## src/rtl/nabi_pkg.sv

```systemverilog
// Package with constants and carrier types for the flash bus host controller
package nabi_pkg;
	// Clock and timing
	localparam int CLK_MHZ = 250;
	localparam int POWER_WAIT_US = 100;
	localparam int POWER_WAIT_CYC = POWER_WAIT_US * CLK_MHZ;
	localparam int RESET_BUSY_MS = 1;
	localparam int RESET_BUSY_CYC = RESET_BUSY_MS * 1000 * CLK_MHZ;
	localparam int PROTECT_SETTLE_NS = 100;
	localparam int PROTECT_SETTLE_CYC = (PROTECT_SETTLE_NS * CLK_MHZ + 999) / 1000;
	localparam int READ_CYCLE_TIME_NS = 32;
	localparam int LATE_SAMPLE_NS = 30;
	localparam int STROBE_HALF_NS = 16;
	localparam int STROBE_HALF_CYC = (STROBE_HALF_NS * CLK_MHZ + 999) / 1000;
	localparam logic [3:0] STROBE_HALF = 4'(STROBE_HALF_CYC);
	// Command codes
	localparam logic [7:0] CMD_RESET = 8'hFF;
	localparam logic [7:0] CMD_STATUS = 8'h70;
	localparam logic [7:0] CMD_ADDR_STATUS = 8'h78;
	localparam logic [7:0] CMD_READ_MODE = 8'h00;
	// Register byte offsets
	localparam logic [7:0] OFS_CTRL = 8'h00;
	localparam logic [7:0] OFS_DATA = 8'h04;
	localparam logic [7:0] OFS_STAT = 8'h08;
	localparam logic [7:0] OFS_RDATA = 8'h0C;
	// Control register fields
	localparam int CTRL_KIND_LSB = 16;
	localparam int CTRL_GO_BIT = 20;
	localparam int CTRL_PROT_BIT = 21;
	localparam int CTRL_CE_BIT = 22;
	localparam int CTRL_WIDE_BIT = 23;
	localparam logic [31:0] CTRL_RESET = 32'h0040_0000;
	// Cycle kinds
	typedef enum logic [2:0] {
		KIND_CMD = 3'h0,
		KIND_ADDR = 3'h1,
		KIND_WRITE = 3'h2,
		KIND_READ = 3'h3,
		KIND_PROT = 3'h4
	} nabi_kind_e;
	// Pin group toward the flash
	typedef struct packed {
		logic chipEnable_n;
		logic cmdLatch;
		logic addrLatch;
		logic writeStrobe_n;
		logic readStrobe_n;
		logic writeProtect_n;
		logic [15:0] ioOut;
		logic ioOe;
	} nabi_pins_s;
	// APB request group
	typedef struct packed {
		logic psel;
		logic penable;
		logic pwrite;
		logic [7:0] paddr;
		logic [31:0] pwdata;
	} nabi_apb_s;
endpackage

```

## src/rtl/nabi_host.sv

```systemverilog
// Host controller driving the asynchronous flash strobe bus, ordered over APB
// Function
// - Commands and addresses go only on low lanes; upper lanes carry data only.
// - Host drives upper lanes to zero during every command cycle.
// - Host drives unused address bits low; cycle count depends on command.
// - Data is eight bits narrow, sixteen bits wide parts.
// - Host samples on read strobe rise when read cycle time is 30ns+.
// - After addressed status query, host issues read mode before array reads; the host only sets readModeNeeded in status and issues nothing itself.
// - Host changes write protect only when idle, then waits settle time.
// - After power ramp host waits for ready high before reset command.
// - Without ready monitoring, host waits 100us before first command.
// - Reset is first command after power-on; target then busy 1ms.
// - Address is two column then three row cycles; block bit six picks plane.
`timescale 1ns/1ns
`default_nettype none
module nabi_host #(
	parameter int POWER_WAIT = nabi_pkg::POWER_WAIT_CYC,
	parameter int RESET_WAIT = nabi_pkg::RESET_BUSY_CYC
) (
	input wire logic clk,
	input wire logic rst_n,
	input wire logic psel,
	input wire logic penable,
	input wire logic pwrite,
	input wire logic [7:0] paddr,
	input wire logic [31:0] pwdata,
	output logic [31:0] prdata,
	output logic pready,
	output logic pslverr,
	input wire logic [15:0] ioIn,
	output logic [15:0] ioOut,
	output logic ioOe,
	input wire logic readyBusy_n,
	output logic chipEnable_n,
	output logic cmdLatch,
	output logic addrLatch,
	output logic writeStrobe_n,
	output logic readStrobe_n,
	output logic writeProtect_n
);
	typedef enum logic [2:0] {
		ST_POWER = 3'b000,
		ST_RESET = 3'b001,
		ST_SETTLE = 3'b011,
		ST_IDLE = 3'b010,
		ST_LOW = 3'b110,
		ST_HIGH = 3'b111,
		ST_WAIT = 3'b101
	} nabi_state_e;
	typedef struct packed {
		nabi_state_e state;
		nabi_pkg::nabi_pins_s pins;
		logic [31:0] ctrl;
		logic [15:0] rdata;
		logic [27:0] count;
		logic busy;
		logic initDone;
		logic readModeNeeded;
		logic protectRefused;
		logic [31:0] prdata;
		logic pready;
		logic pslverr;
	} nabi_st_s;
	nabi_st_s st_r;
	nabi_st_s st_nxt;
	logic [16:0] pinsSync;
	logic rbReady;
	logic [15:0] ioSync;
	nabi_pkg::nabi_kind_e kind;
	logic [15:0] word;
	logic engineBusy;

	// Pin inputs pass two flops before use
	nabi_sync #(.W(17)) u_sync (
		.clk(clk),
		.rst_n(rst_n),
		.d({readyBusy_n, ioIn}),
		.q(pinsSync)
	);
	assign rbReady = pinsSync[16];
	assign ioSync = pinsSync[15:0];
	assign kind = nabi_pkg::nabi_kind_e'(st_r.ctrl[nabi_pkg::CTRL_KIND_LSB +: 3]);
	assign word = st_r.ctrl[15:0];
	// Engine in use: before init, outside idle, or with an order still pending
	assign engineBusy = !st_r.initDone || st_r.state != ST_IDLE
		|| st_r.ctrl[nabi_pkg::CTRL_GO_BIT];

	// Strobe pattern for one cycle kind
	function automatic nabi_pkg::nabi_pins_s drive(input nabi_pkg::nabi_pins_s p,
			input nabi_pkg::nabi_kind_e k, input logic [15:0] w, input logic wide,
			input logic active);
		nabi_pkg::nabi_pins_s o;
		o = p;
		o.chipEnable_n = 1'b0;
		o.cmdLatch = (k == nabi_pkg::KIND_CMD);
		o.addrLatch = (k == nabi_pkg::KIND_ADDR);
		o.ioOe = (k != nabi_pkg::KIND_READ);
		// Command and address on low lanes, upper lanes zero
		if (k == nabi_pkg::KIND_CMD || k == nabi_pkg::KIND_ADDR || !wide) begin
			o.ioOut = {8'h00, w[7:0]};
		end else begin
			o.ioOut = w; // Full lane set on wide parts
		end
		o.writeStrobe_n = !(active && k != nabi_pkg::KIND_READ);
		o.readStrobe_n = !(active && k == nabi_pkg::KIND_READ);
		return o;
	endfunction

	// Next state
	always_comb begin
		st_nxt = st_r;
		st_nxt.pready = 1'b0;
		st_nxt.pslverr = 1'b0;
		st_nxt.busy = !st_r.initDone || st_r.state != ST_IDLE;
		st_nxt.count = (st_r.count != 28'h0) ? st_r.count - 28'h1 : 28'h0;
		// APB slave: answer one cycle after the access phase begins
		if (psel && penable && !st_r.pready) begin
			st_nxt.pready = 1'b1;
			st_nxt.prdata = 32'h0000_0000;
			case (paddr)
				nabi_pkg::OFS_CTRL: begin
					st_nxt.prdata = st_r.ctrl;
					if (pwrite) begin
						// A write while the engine runs would move the word under the strobe
						if (engineBusy) begin
							st_nxt.pslverr = 1'b1;
						end else begin
							st_nxt.ctrl = pwdata;
						end
					end
				end
				nabi_pkg::OFS_RDATA: st_nxt.prdata = {16'h0000, st_r.rdata};
				nabi_pkg::OFS_STAT: st_nxt.prdata = {27'h0, st_r.protectRefused,
					st_r.readModeNeeded, rbReady, st_r.initDone, st_r.busy};
				default: st_nxt.pslverr = 1'b1;
			endcase
		end
		case (st_r.state)
			// Power-on wait: ready high and minimum time elapsed
			ST_POWER: begin
				st_nxt.pins.chipEnable_n = 1'b1;
				st_nxt.pins.writeProtect_n = 1'b0;
				if (st_r.count == 28'h0 && rbReady) begin
					st_nxt.pins = drive(st_r.pins, nabi_pkg::KIND_CMD,
						{8'h00, nabi_pkg::CMD_RESET}, 1'b0, 1'b1); // Reset first
					st_nxt.count = 28'(nabi_pkg::STROBE_HALF_CYC);
					st_nxt.state = ST_RESET;
				end
			end
			// Finish reset strobe, then wait out reset busy time
			ST_RESET: begin
				if (st_r.count == 28'h0 && !st_r.pins.writeStrobe_n == 1'b1) begin
					st_nxt.pins.writeStrobe_n = 1'b1;
					st_nxt.count = 28'(RESET_WAIT);
				end else if (st_r.count == 28'h0 && rbReady) begin
					st_nxt.pins.cmdLatch = 1'b0;
					st_nxt.pins.ioOe = 1'b0;
					st_nxt.initDone = 1'b1;
					st_nxt.state = ST_IDLE;
				end
			end
			ST_SETTLE: begin
				if (st_r.count == 28'h0) begin
					st_nxt.state = ST_IDLE;
				end
			end
			ST_IDLE: begin
				st_nxt.pins.chipEnable_n = st_r.ctrl[nabi_pkg::CTRL_CE_BIT];
				st_nxt.pins.cmdLatch = 1'b0;
				st_nxt.pins.addrLatch = 1'b0;
				st_nxt.pins.ioOe = 1'b0;
				if (st_r.ctrl[nabi_pkg::CTRL_GO_BIT]) begin
					st_nxt.ctrl[nabi_pkg::CTRL_GO_BIT] = 1'b0;
					if (kind == nabi_pkg::KIND_PROT) begin
						// Protect change only while target ready
						if (rbReady) begin
							st_nxt.pins.writeProtect_n = st_r.ctrl[nabi_pkg::CTRL_PROT_BIT];
							st_nxt.count = 28'(nabi_pkg::PROTECT_SETTLE_CYC);
							st_nxt.state = ST_SETTLE;
							st_nxt.protectRefused = 1'b0;
						end else begin
							st_nxt.protectRefused = 1'b1;
						end
					end else begin
						if (kind == nabi_pkg::KIND_CMD) begin
							// Track read mode after addressed status query
							if (word[7:0] == nabi_pkg::CMD_ADDR_STATUS) begin
								st_nxt.readModeNeeded = 1'b1;
							end else if (word[7:0] == nabi_pkg::CMD_READ_MODE) begin
								st_nxt.readModeNeeded = 1'b0;
							end
						end
						st_nxt.pins = drive(st_r.pins, kind, word,
							st_r.ctrl[nabi_pkg::CTRL_WIDE_BIT], 1'b0);
						st_nxt.count = 28'(nabi_pkg::STROBE_HALF_CYC);
						st_nxt.state = ST_LOW;
					end
				end
			end
			// Setup half, then strobe low
			ST_LOW: begin
				if (st_r.count == 28'h0) begin
					st_nxt.pins = drive(st_r.pins, kind, word,
						st_r.ctrl[nabi_pkg::CTRL_WIDE_BIT], 1'b1);
					st_nxt.count = 28'(nabi_pkg::STROBE_HALF_CYC);
					st_nxt.state = ST_HIGH;
				end
			end
			// Strobe high; read data taken at the rising read strobe
			ST_HIGH: begin
				if (st_r.count == 28'h0) begin
					st_nxt.pins.writeStrobe_n = 1'b1;
					st_nxt.pins.readStrobe_n = 1'b1;
					if (kind == nabi_pkg::KIND_READ) begin
						st_nxt.rdata = st_r.ctrl[nabi_pkg::CTRL_WIDE_BIT] ? ioSync
							: {8'h00, ioSync[7:0]};
					end
					st_nxt.count = 28'(nabi_pkg::STROBE_HALF_CYC);
					st_nxt.state = ST_WAIT;
				end
			end
			// Hold time after the edge; lanes and latches stay driven until idle
			ST_WAIT: begin
				if (st_r.count == 28'h0) begin
					st_nxt.state = ST_IDLE;
				end
			end
			default: st_nxt.state = ST_POWER;
		endcase
	end

	// State register
	always_ff @(posedge clk or negedge rst_n) begin
		if (!rst_n) begin
			st_r <= '0;
			st_r.state <= ST_POWER;
			st_r.pins.chipEnable_n <= 1'b1;
			st_r.pins.writeStrobe_n <= 1'b1;
			st_r.pins.readStrobe_n <= 1'b1;
			st_r.ctrl <= nabi_pkg::CTRL_RESET;
			st_r.count <= 28'(POWER_WAIT);
			st_r.busy <= 1'b1;
		end else begin
			st_r <= st_nxt;
		end
	end

	// Outputs straight from the state register
	assign prdata = st_r.prdata;
	assign pready = st_r.pready;
	assign pslverr = st_r.pslverr;
	assign ioOut = st_r.pins.ioOut;
	assign ioOe = st_r.pins.ioOe;
	assign chipEnable_n = st_r.pins.chipEnable_n;
	assign cmdLatch = st_r.pins.cmdLatch;
	assign addrLatch = st_r.pins.addrLatch;
	assign writeStrobe_n = st_r.pins.writeStrobe_n;
	assign readStrobe_n = st_r.pins.readStrobe_n;
	assign writeProtect_n = st_r.pins.writeProtect_n;
endmodule
`default_nettype wire

```

## src/rtl/nabi_sync.sv

```systemverilog
// Two-flop synchroniser for pin inputs
`timescale 1ns/1ns
`default_nettype none
module nabi_sync #(
	parameter int W = 17
) (
	input wire logic clk,
	input wire logic rst_n,
	input wire logic [W-1:0] d,
	output var logic [W-1:0] q
);
	logic [W-1:0] stage1;
	// First stage feeds only the second
	always_ff @(posedge clk or negedge rst_n) begin
		if (!rst_n) begin
			stage1 <= '0;
			q <= '0;
		end else begin
			stage1 <= d;
			q <= stage1;
		end
	end
endmodule
`default_nettype wire

```

## config.mk

```make
export PLATFORM = sky130hd
export DESIGN_NAME = nabi_host
export DESIGN_NICKNAME = d
export VERILOG_FILES = /design/src/rtl/nabi_pkg.sv /design/src/rtl/nabi_host.sv /design/src/rtl/nabi_sync.sv
export SDC_FILE = /design/constraint.sdc
export NUM_CORES = 1
export LEC_CHECK = 0
export BUFFER_PORTS_ARGS = -buffer_cell sky130_fd_sc_hd__buf_4
export CORE_MARGIN = 8
export CORE_UTILIZATION = 60
export DETAILED_ROUTE_END_ITERATION = 8
export PLACE_DENSITY = 0.84
export SYNTH_ARGS = -nofsm -noshare
export SYNTH_HDL_FRONTEND = slang
export SYNTH_HIERARCHICAL = 1
export SYNTH_SLANG_ARGS = --single-unit
export TNS_END_PERCENT = 10
```

## constraint.sdc

```tcl
create_clock -name clk -period 3.8 [get_ports clk]
set_input_delay 0.38 -clock clk [delete_from_list [all_inputs] [get_ports clk]]
set_output_delay 0.38 -clock clk [all_outputs]
set_load 0.02 [all_outputs]
```

==> results of run 1 <==
-- sequential cells by signal (all words and copies together), names as in the netlist --
signal          cells
addrLatch           1
chipEnable_n        1
cmdLatch            1
ioOe                1
ioOut              16
kind                3
prdata             32
pready              1
pslverr             1
readStrobe_n        1
st_r               80
u_sync/q           17
u_sync/stage1      17
writeProtect_n      1
writeStrobe_n       1
-- cells in the mapped netlist, types with 12 or more instances --
master | n | share of area
mux2_2 | 44 | 0.065
o21ai_0 | 37 | 0.024
a22o_1 | 25 | 0.029
a22oi_1 | 16 | 0.016
nor2_1 | 39 | 0.019
nor3_1 | 17 | 0.011
xnor2_1 | 22 | 0.025
a21oi_1 | 20 | 0.013
inv_1 | 17 | 0.0084
buf_4 | 50 | 0.049
nor4_1 | 12 | 0.0099
clkbuf_1 | 28 | 0.014
dfrtp_1 | 163 | 0.54
nand2_1 | 50 | 0.025
-- layout make-up --
type	count	area (um2)	share of cell area
clock buffers	17	425	0.0478
multi-input cells	384	2650	0.298
flip-flops and latches	174	4370	0.491
clock inverters	15	188	0.0211
repair buffers	129	985	0.111
inverters	17	63.8	0.00717
well taps	172	215	0.0242
-- critical path, delay by kind of cell (launching register included) --
kind | cells | cell delay (ns)
and+or+nand+nor | 3 | 1.74
DFF | 1 | 0.42
AOI/OAI and AO/OA | 2 | 0.65
-- kinds of logic (layout without fill, tap and decap cells) --
group                    count (synthesis)  in the layout  share of synthesized area
flip-flops                             174            174                      0.576
multiplexers                            54             54                     0.0785
buffers and inverters                  101            178                     0.0765
AO/OA/AOI/OAI                          141            141                      0.130
XOR/XNOR                                25             25                     0.0288
adder cells (fa/ha/maj)                  2              2                    0.00330
AND/OR/NAND/NOR                        162            162                      0.108
-- report_power, final --
part	leakage (nW)	internal (W)	switching [W]
logic	1.61	0.000433	0.000540
clock network	0.294	0.000950	0.000811
registers	2.26	0.00210	0.000226
total	4.17	0.00348	0.00158
-- per-stage QoR --
| stage | instances | hold slack, ns | area, um2 |
|---|---|---|---|
| 2_1_floorplan | 659 | 0.0844 | 7590 |
| 3_3_place_gp | 876 | 0.332 | 8280 |
| 3_5_place_dp | 876 | 0.335 | 8280 |
| 4_1_cts | 908 | 0.0335 | 8900 |
| 5_1_grt | 908 | 0.0241 | 8900 |
| 6_report | 908 | 0.00995 | 8900 |
-- worst paths after layout --
path                       cells after the start                        start                     endpoint  slack [ns]
min in group clk                               1                  readyBusy_n  u_sync/stage1[16]$_DFF_PN0_        0.04
max                                            5           st_r[47]$_DFF_PN0_         ioOut[9]$_DFFE_PN0P_        0.88
max in group asynchronous                      2                        rst_n    writeStrobe_n$_DFFE_PN1P_        2.91
min                                            1                        rst_n           st_r[53]$_DFF_PN0_        0.01
min reg2reg                                    0  u_sync/stage1[12]$_DFF_PN0_       u_sync/q[12]$_DFF_PN0_        0.35
max reg2reg                                    5           st_r[47]$_DFF_PN0_         ioOut[9]$_DFFE_PN0P_        0.88
-- routing by layer --
| layer | up-vias | routed length [um] | global-route usage |
|---|---|---|---|
| met4 | 0 | 421 | 0.0958 |
| met1 | 2617 | 7560 | 0.280 |
| met2 | 186 | 8360 | 0.347 |
| met5 | - | 0 | 0 |
| li1 | 2418 | - | - |
| met3 | 37 | 1100 | 0.0637 |
==> impl_metrics.toml, run 1 <==
[synth]
syn_area_mm2 = 0.00759
synthDistinctLibCells = 59
synth_warnings = 6
synth_edf_count = 0
async_flop_share = 1.00
yosys_most_used_dff = "dfrtp_1"
synth-seq-cells = 174
synth_nets = 723
ys_seq_area_frac = 0.576
netlist_instances = 659
syn_area_per_cell_um2 = 11.5

[worst_setup_path]
cp_slowest_cell = "or4b_4"
startpoint_type = "flop"
path_class = "flop to flop"
cp.arrival_ns = 3.24
cp.required_ns = 4.12
cp_max_fo = 12
crit_path_end_kind = "flop"
cpPeakStageDelay_ns = 0.61
path_cells = "or4_4 -> or4b_4 -> nor3_1 -> a21oi_1 -> a22o_1"

[clocking]
clk_pin_slew_worst_paths_ns = 0.07
cts-root-buf = "clkbuf_16"
clock_latency_ns = 0.44
cts_setup_buffers = 0
cts_buffers = 17
ctsLongestPathBuffers = 2
cts_resized = 0
cts_max_level = 4
cts_tree = "done"
cts_num_sinks = 174
cts_hold_buf = 0

[sta]
period_minus_slack_ns = 2.92
slew-limit-headroom = 0.290
maxSlewViolCount = 0
fmax_mhz = 342
rsz0062_at_grt = "no"
setup_ws_ns = 0.878
worstMarginPinSlew_ns = 1.06
fin_skew_ns = 0.0143
hold_viol = 0
period_share = 0.769
setup_violations = 0
finalSetupTns_ns = 0

[floorplanning]
io_pins = 119
rows = 41
start_util = 0.609
die_height_um = 128
die-area_mm2 = 0.0165
die_w_um = 128
core-area_mm2 = 0.0125

[cells_and_area]
area_growth_pct = 17.2
final_util = 0.714
drive_above_1_share = 0.313
n_fill_cell = 835
final_cell_mix = "163 x dfrtp_1, 127 x buf_4, 50 x nand2_1"
antenna_cells = 0
layout_commonest_cell = "dfrtp_1"
fin_nets = 787

[routing]
wire_per_inst_um = 19.2
drt-vias-per-instance = 5.79
dr.pass1.iters = 8
vias = 5258
totalWireLength_mm = 17.4
drc = 0
antenna_left = 0
first_iter_violations = 528

[hold_path]
hold_class = "primary input to async pin"

[place]
place_congestion = 0.869
place_hpwl_mm = 12.2
numPortBuffers = 118
dp_slack_ns = 0.896

[outcome]
status = "finished clean"

[grt]
track_usage = 0.221
grt_pass1_wl_mm = 28.4
antenna_found_initial = 0
grt.overflow.total = 0
grt_max_degree = 97
grt_pass1_vias = 5506

[job]
maxCapViolations = 0

[pwr]
power.total_w = 0.00506
power_leakage_nw = 4.17
p_per_area_mw_per_mm2 = 569
peakVddDrop_mv = 0.388
Power figures use the tool's default switching activity.
==> inputs of run 2 (changes only) <==
Settings changed: ABC_AREA set to 1, CORE_UTILIZATION 60 to 57, PLACE_DENSITY 0.84 to 0.8.
Clock period 3.8 ns to 2.8 ns, I/O delays scaled along.
==> run 2 against run 1 <==
- synthesized area up 8.6%
- flip-flop and latch count unchanged
- first-iteration DRC count down 20%
- die area up 12%
- core utilization down 3.8 points
- critical path depth up 6
- power up 49%
- sequential power up 33%
- clock power up 27%
- design area up 8.7%
- fmax up 33%
- worst setup slack worse by 0.28 ns
==> impl_metrics.toml, run 2 <==
[place]
place_congestion = 0.944
dp_slack_ns = 0.641
post_dp_cell_area_mm2 = 0.00893
place_hpwl_mm = 13.4
numPortBuffers = 118
placed_cells = 1160

[synth]
synthTopCellsByArea = "dfrtp_1 49%, nand2_1 11%, buf_4 4.6%"
synth_mux_area_frac = 0
synth_top_area_share = 0.495
synth_warnings = 6
synth_fa_ha_area_frac = 0.00304
yosys-top-cells-count = "246 x nand2_1, 163 x dfrtp_1, 96 x inv_1, 56 x nor2_1, 51 x buf_4"
synth_compound_area_frac = 0.102
synth_xor_area_frac = 0.0181
syn_area_per_cell_um2 = 8.95
yosysMostFrequentCell = "nand2_1"
synth-seq-cells = 174
yosys.area_share.simple = 0.237
synth_top_family_by_area = "simple AND/OR/NAND/NOR gates"
async_flop_share = 1.00
synth_nets = 985
synth_top_area_cell = "dfrtp_1"
yosys_most_used_dff = "dfrtp_1"
synth_edf_count = 0
syn_area_mm2 = 0.00824
synthDistinctLibCells = 45
ys_seq_area_frac = 0.530
netlist_instances = 921

[floorplanning]
start_util = 0.576
die_height_um = 136
core-area_mm2 = 0.0143
die_w_um = 136
rows = 44
io_pins = 119
die-area_mm2 = 0.0186

[cells_and_area]
layout_commonest_cell = "nand2_1"
antenna_cells = 0
finalNonFillerCells = 1210
finish.instance_area_mm2 = 0.00967
drive_above_1_share = 0.247
regMostFlops = "st_r"
fin_nets = 1077
area_growth_pct = 17.3
final_cell_mix = "246 x nand2_1, 163 x dfrtp_1, 124 x buf_4"
largest_reg_flops = 80

[clocking]
clk_pin_slew_worst_paths_ns = 0.07
cts_buffers = 17
clock_latency_ns = 0.43
cts-root-buf = "clkbuf_16"
cts_tree = "done"
cts_max_level = 4
ctsLongestPathBuffers = 2
cts_num_sinks = 174
cts_resized = 0
cts_setup_buffers = 0

[grt]
grt.overflow.total = 0
grt_pass1_wl_mm = 30.6
grt_max_degree = 72
antenna_found_initial = 0
track_usage = 0.209
grt_pass1_vias = 6273

[sta]
worstMarginPinSlew_ns = 0.792
period_minus_slack_ns = 2.20
maxSlewViolCount = 0
fmax_mhz = 454
finalSetupTns_ns = 0
fin_skew_ns = 0.00936
slew-limit-headroom = 0.468
setup_violations = 0
hold_viol = 0
period_share = 0.787
rsz0062_at_grt = "no"
setup_ws_ns = 0.596

[worst_setup_path]
cpPeakStageDelay_ns = 0.41
rr_worst_depth = 11
path_class = "flop to flop"
r2r_start = "st_r[39]$_DFF_PN0_"
cp_max_fo = 32
r2r_slack_ns = 0.60
startpoint_type = "flop"
cp_slowest_cell = "dfrtp_1"
cp.required_ns = 3.11
crit_path_end_kind = "flop"
path_cells = "inv_1 -> ha_1 -> nand2_1 -> nor2_2 -> nand2_4 -> nor2_8 -> nor2_4 -> nor2_8 -> nand3_4 -> nand2_1 -> o21ai_2"
cp.arrival_ns = 2.51
reg2reg_to = "ioOut[15]$_DFFE_PN0P_"

[routing]
drc = 0
wire_per_inst_um = 15.2
antenna_left = 0
totalWireLength_mm = 18.3
vias = 6174
first_iter_violations = 423
dr.pass1.iters = 5
drt-vias-per-instance = 5.10

[pwr]
power_leakage_nw = 4.99
p_per_area_mw_per_mm2 = 780
peakVddDrop_mv = 0.477

[hold_path]
whs_path_depth = 3
hold_class = "primary input to flop"
holdCritStartpoint = "pwdata[22]"
worstHoldEndpoint = "st_r[104]$_DFFE_PN1P_"

[job]
maxCapViolations = 0

[outcome]
status = "finished clean"
-- run 2: cell types whose count changed in the layout (fill, tap and decap cells not counted), sizes merged, moves of 18 or more --
cell / delta
nand3: +32
o21ai: +45
mux2: -44
nand2: +219
nor2: +41
dlygate4sd3: +18
inv: +88
-- run 2: through the flow --
step,hold slack [ns],power [W],util
6_report,0.0725,0.00754,0.676
5_1_grt,0.0731,0.00802,0.676
4_1_cts,0.0572,0.00760,0.676
3_5_place_dp,0.326,0.00531,0.624
3_3_place_gp,0.329,0.00526,0.624
2_1_floorplan,-0.0156,0.00485,-
-- run 2: area by class of cell --
class,count,area [um2]
repair buffers,144,1140
flip-flops and latches,174,4370
clock buffers,19,443
inverters,105,394
multi-input cells,571,2970
clock inverters,13,123
fillers,1149,4640
well taps,184,230
-- run 2: power by group --
group          switching (W)  leakage, nW  internal, W
clock network        0.00103        0.276      0.00120
logic                0.00145         2.43     0.000767
registers           0.000267         2.29      0.00283
total                0.00275         4.99      0.00479
-- run 2: kinds of logic (layout without fill, tap and decap cells) --
family / Yosys count / in the layout
AO/OA/AOI/OAI: 136 / 136
XOR/XNOR: 17 / 17
adder cells (fa/ha/maj): 2 / 2
AND/OR/NAND/NOR: 416 / 416
flip-flops: 174 / 174
buffers and inverters: 176 / 281
-- run 2: how the worst max path moves through the flow --
stage	end	startpoint	slack, ns
2_1_floorplan	ioOut[10]$_DFFE_PN0P_	st_r[38]$_DFF_PN0_	1.10
3_3_place_gp	ioOut[15]$_DFFE_PN0P_	st_r[38]$_DFF_PN0_	0.73
3_5_place_dp	ioOut[15]$_DFFE_PN0P_	st_r[39]$_DFF_PN0_	0.64
4_1_cts	ioOut[15]$_DFFE_PN0P_	st_r[39]$_DFF_PN0_	0.58
5_1_grt	ioOut[15]$_DFFE_PN0P_	st_r[56]$_DFF_PN0_	0.39
6_report	ioOut[15]$_DFFE_PN0P_	st_r[39]$_DFF_PN0_	0.60
-- run 2: repair_timing --
action / CTS / global route
hold buffers: 18 / 0
endpoints found under the hold margin: 75 / 0
endpoints found under the setup margin: 0 / 0
-- run 2: worst max-delay path: cells and delay by family (launching register included) --
family	cells	cell delay, ns
AOI/OAI and AO/OA	1	0.07
and+or+nand+nor	8	1.30
buffers and inverters	1	0.10
adders and majority gates	1	0.20
DFF	1	0.41
-- run 2: per-layer routing --
| metal | global-route usage | wire, um | up-vias |
|---|---|---|---|
| li1 | - | - | 3064 |
| met1 | 0.274 | 8260 | 2934 |
| met3 | 0.0547 | 1060 | 25 |
| met2 | 0.333 | 8700 | 151 |
| met4 | 0.0671 | 318 | 0 |
| met5 | 0 | 0 | - |
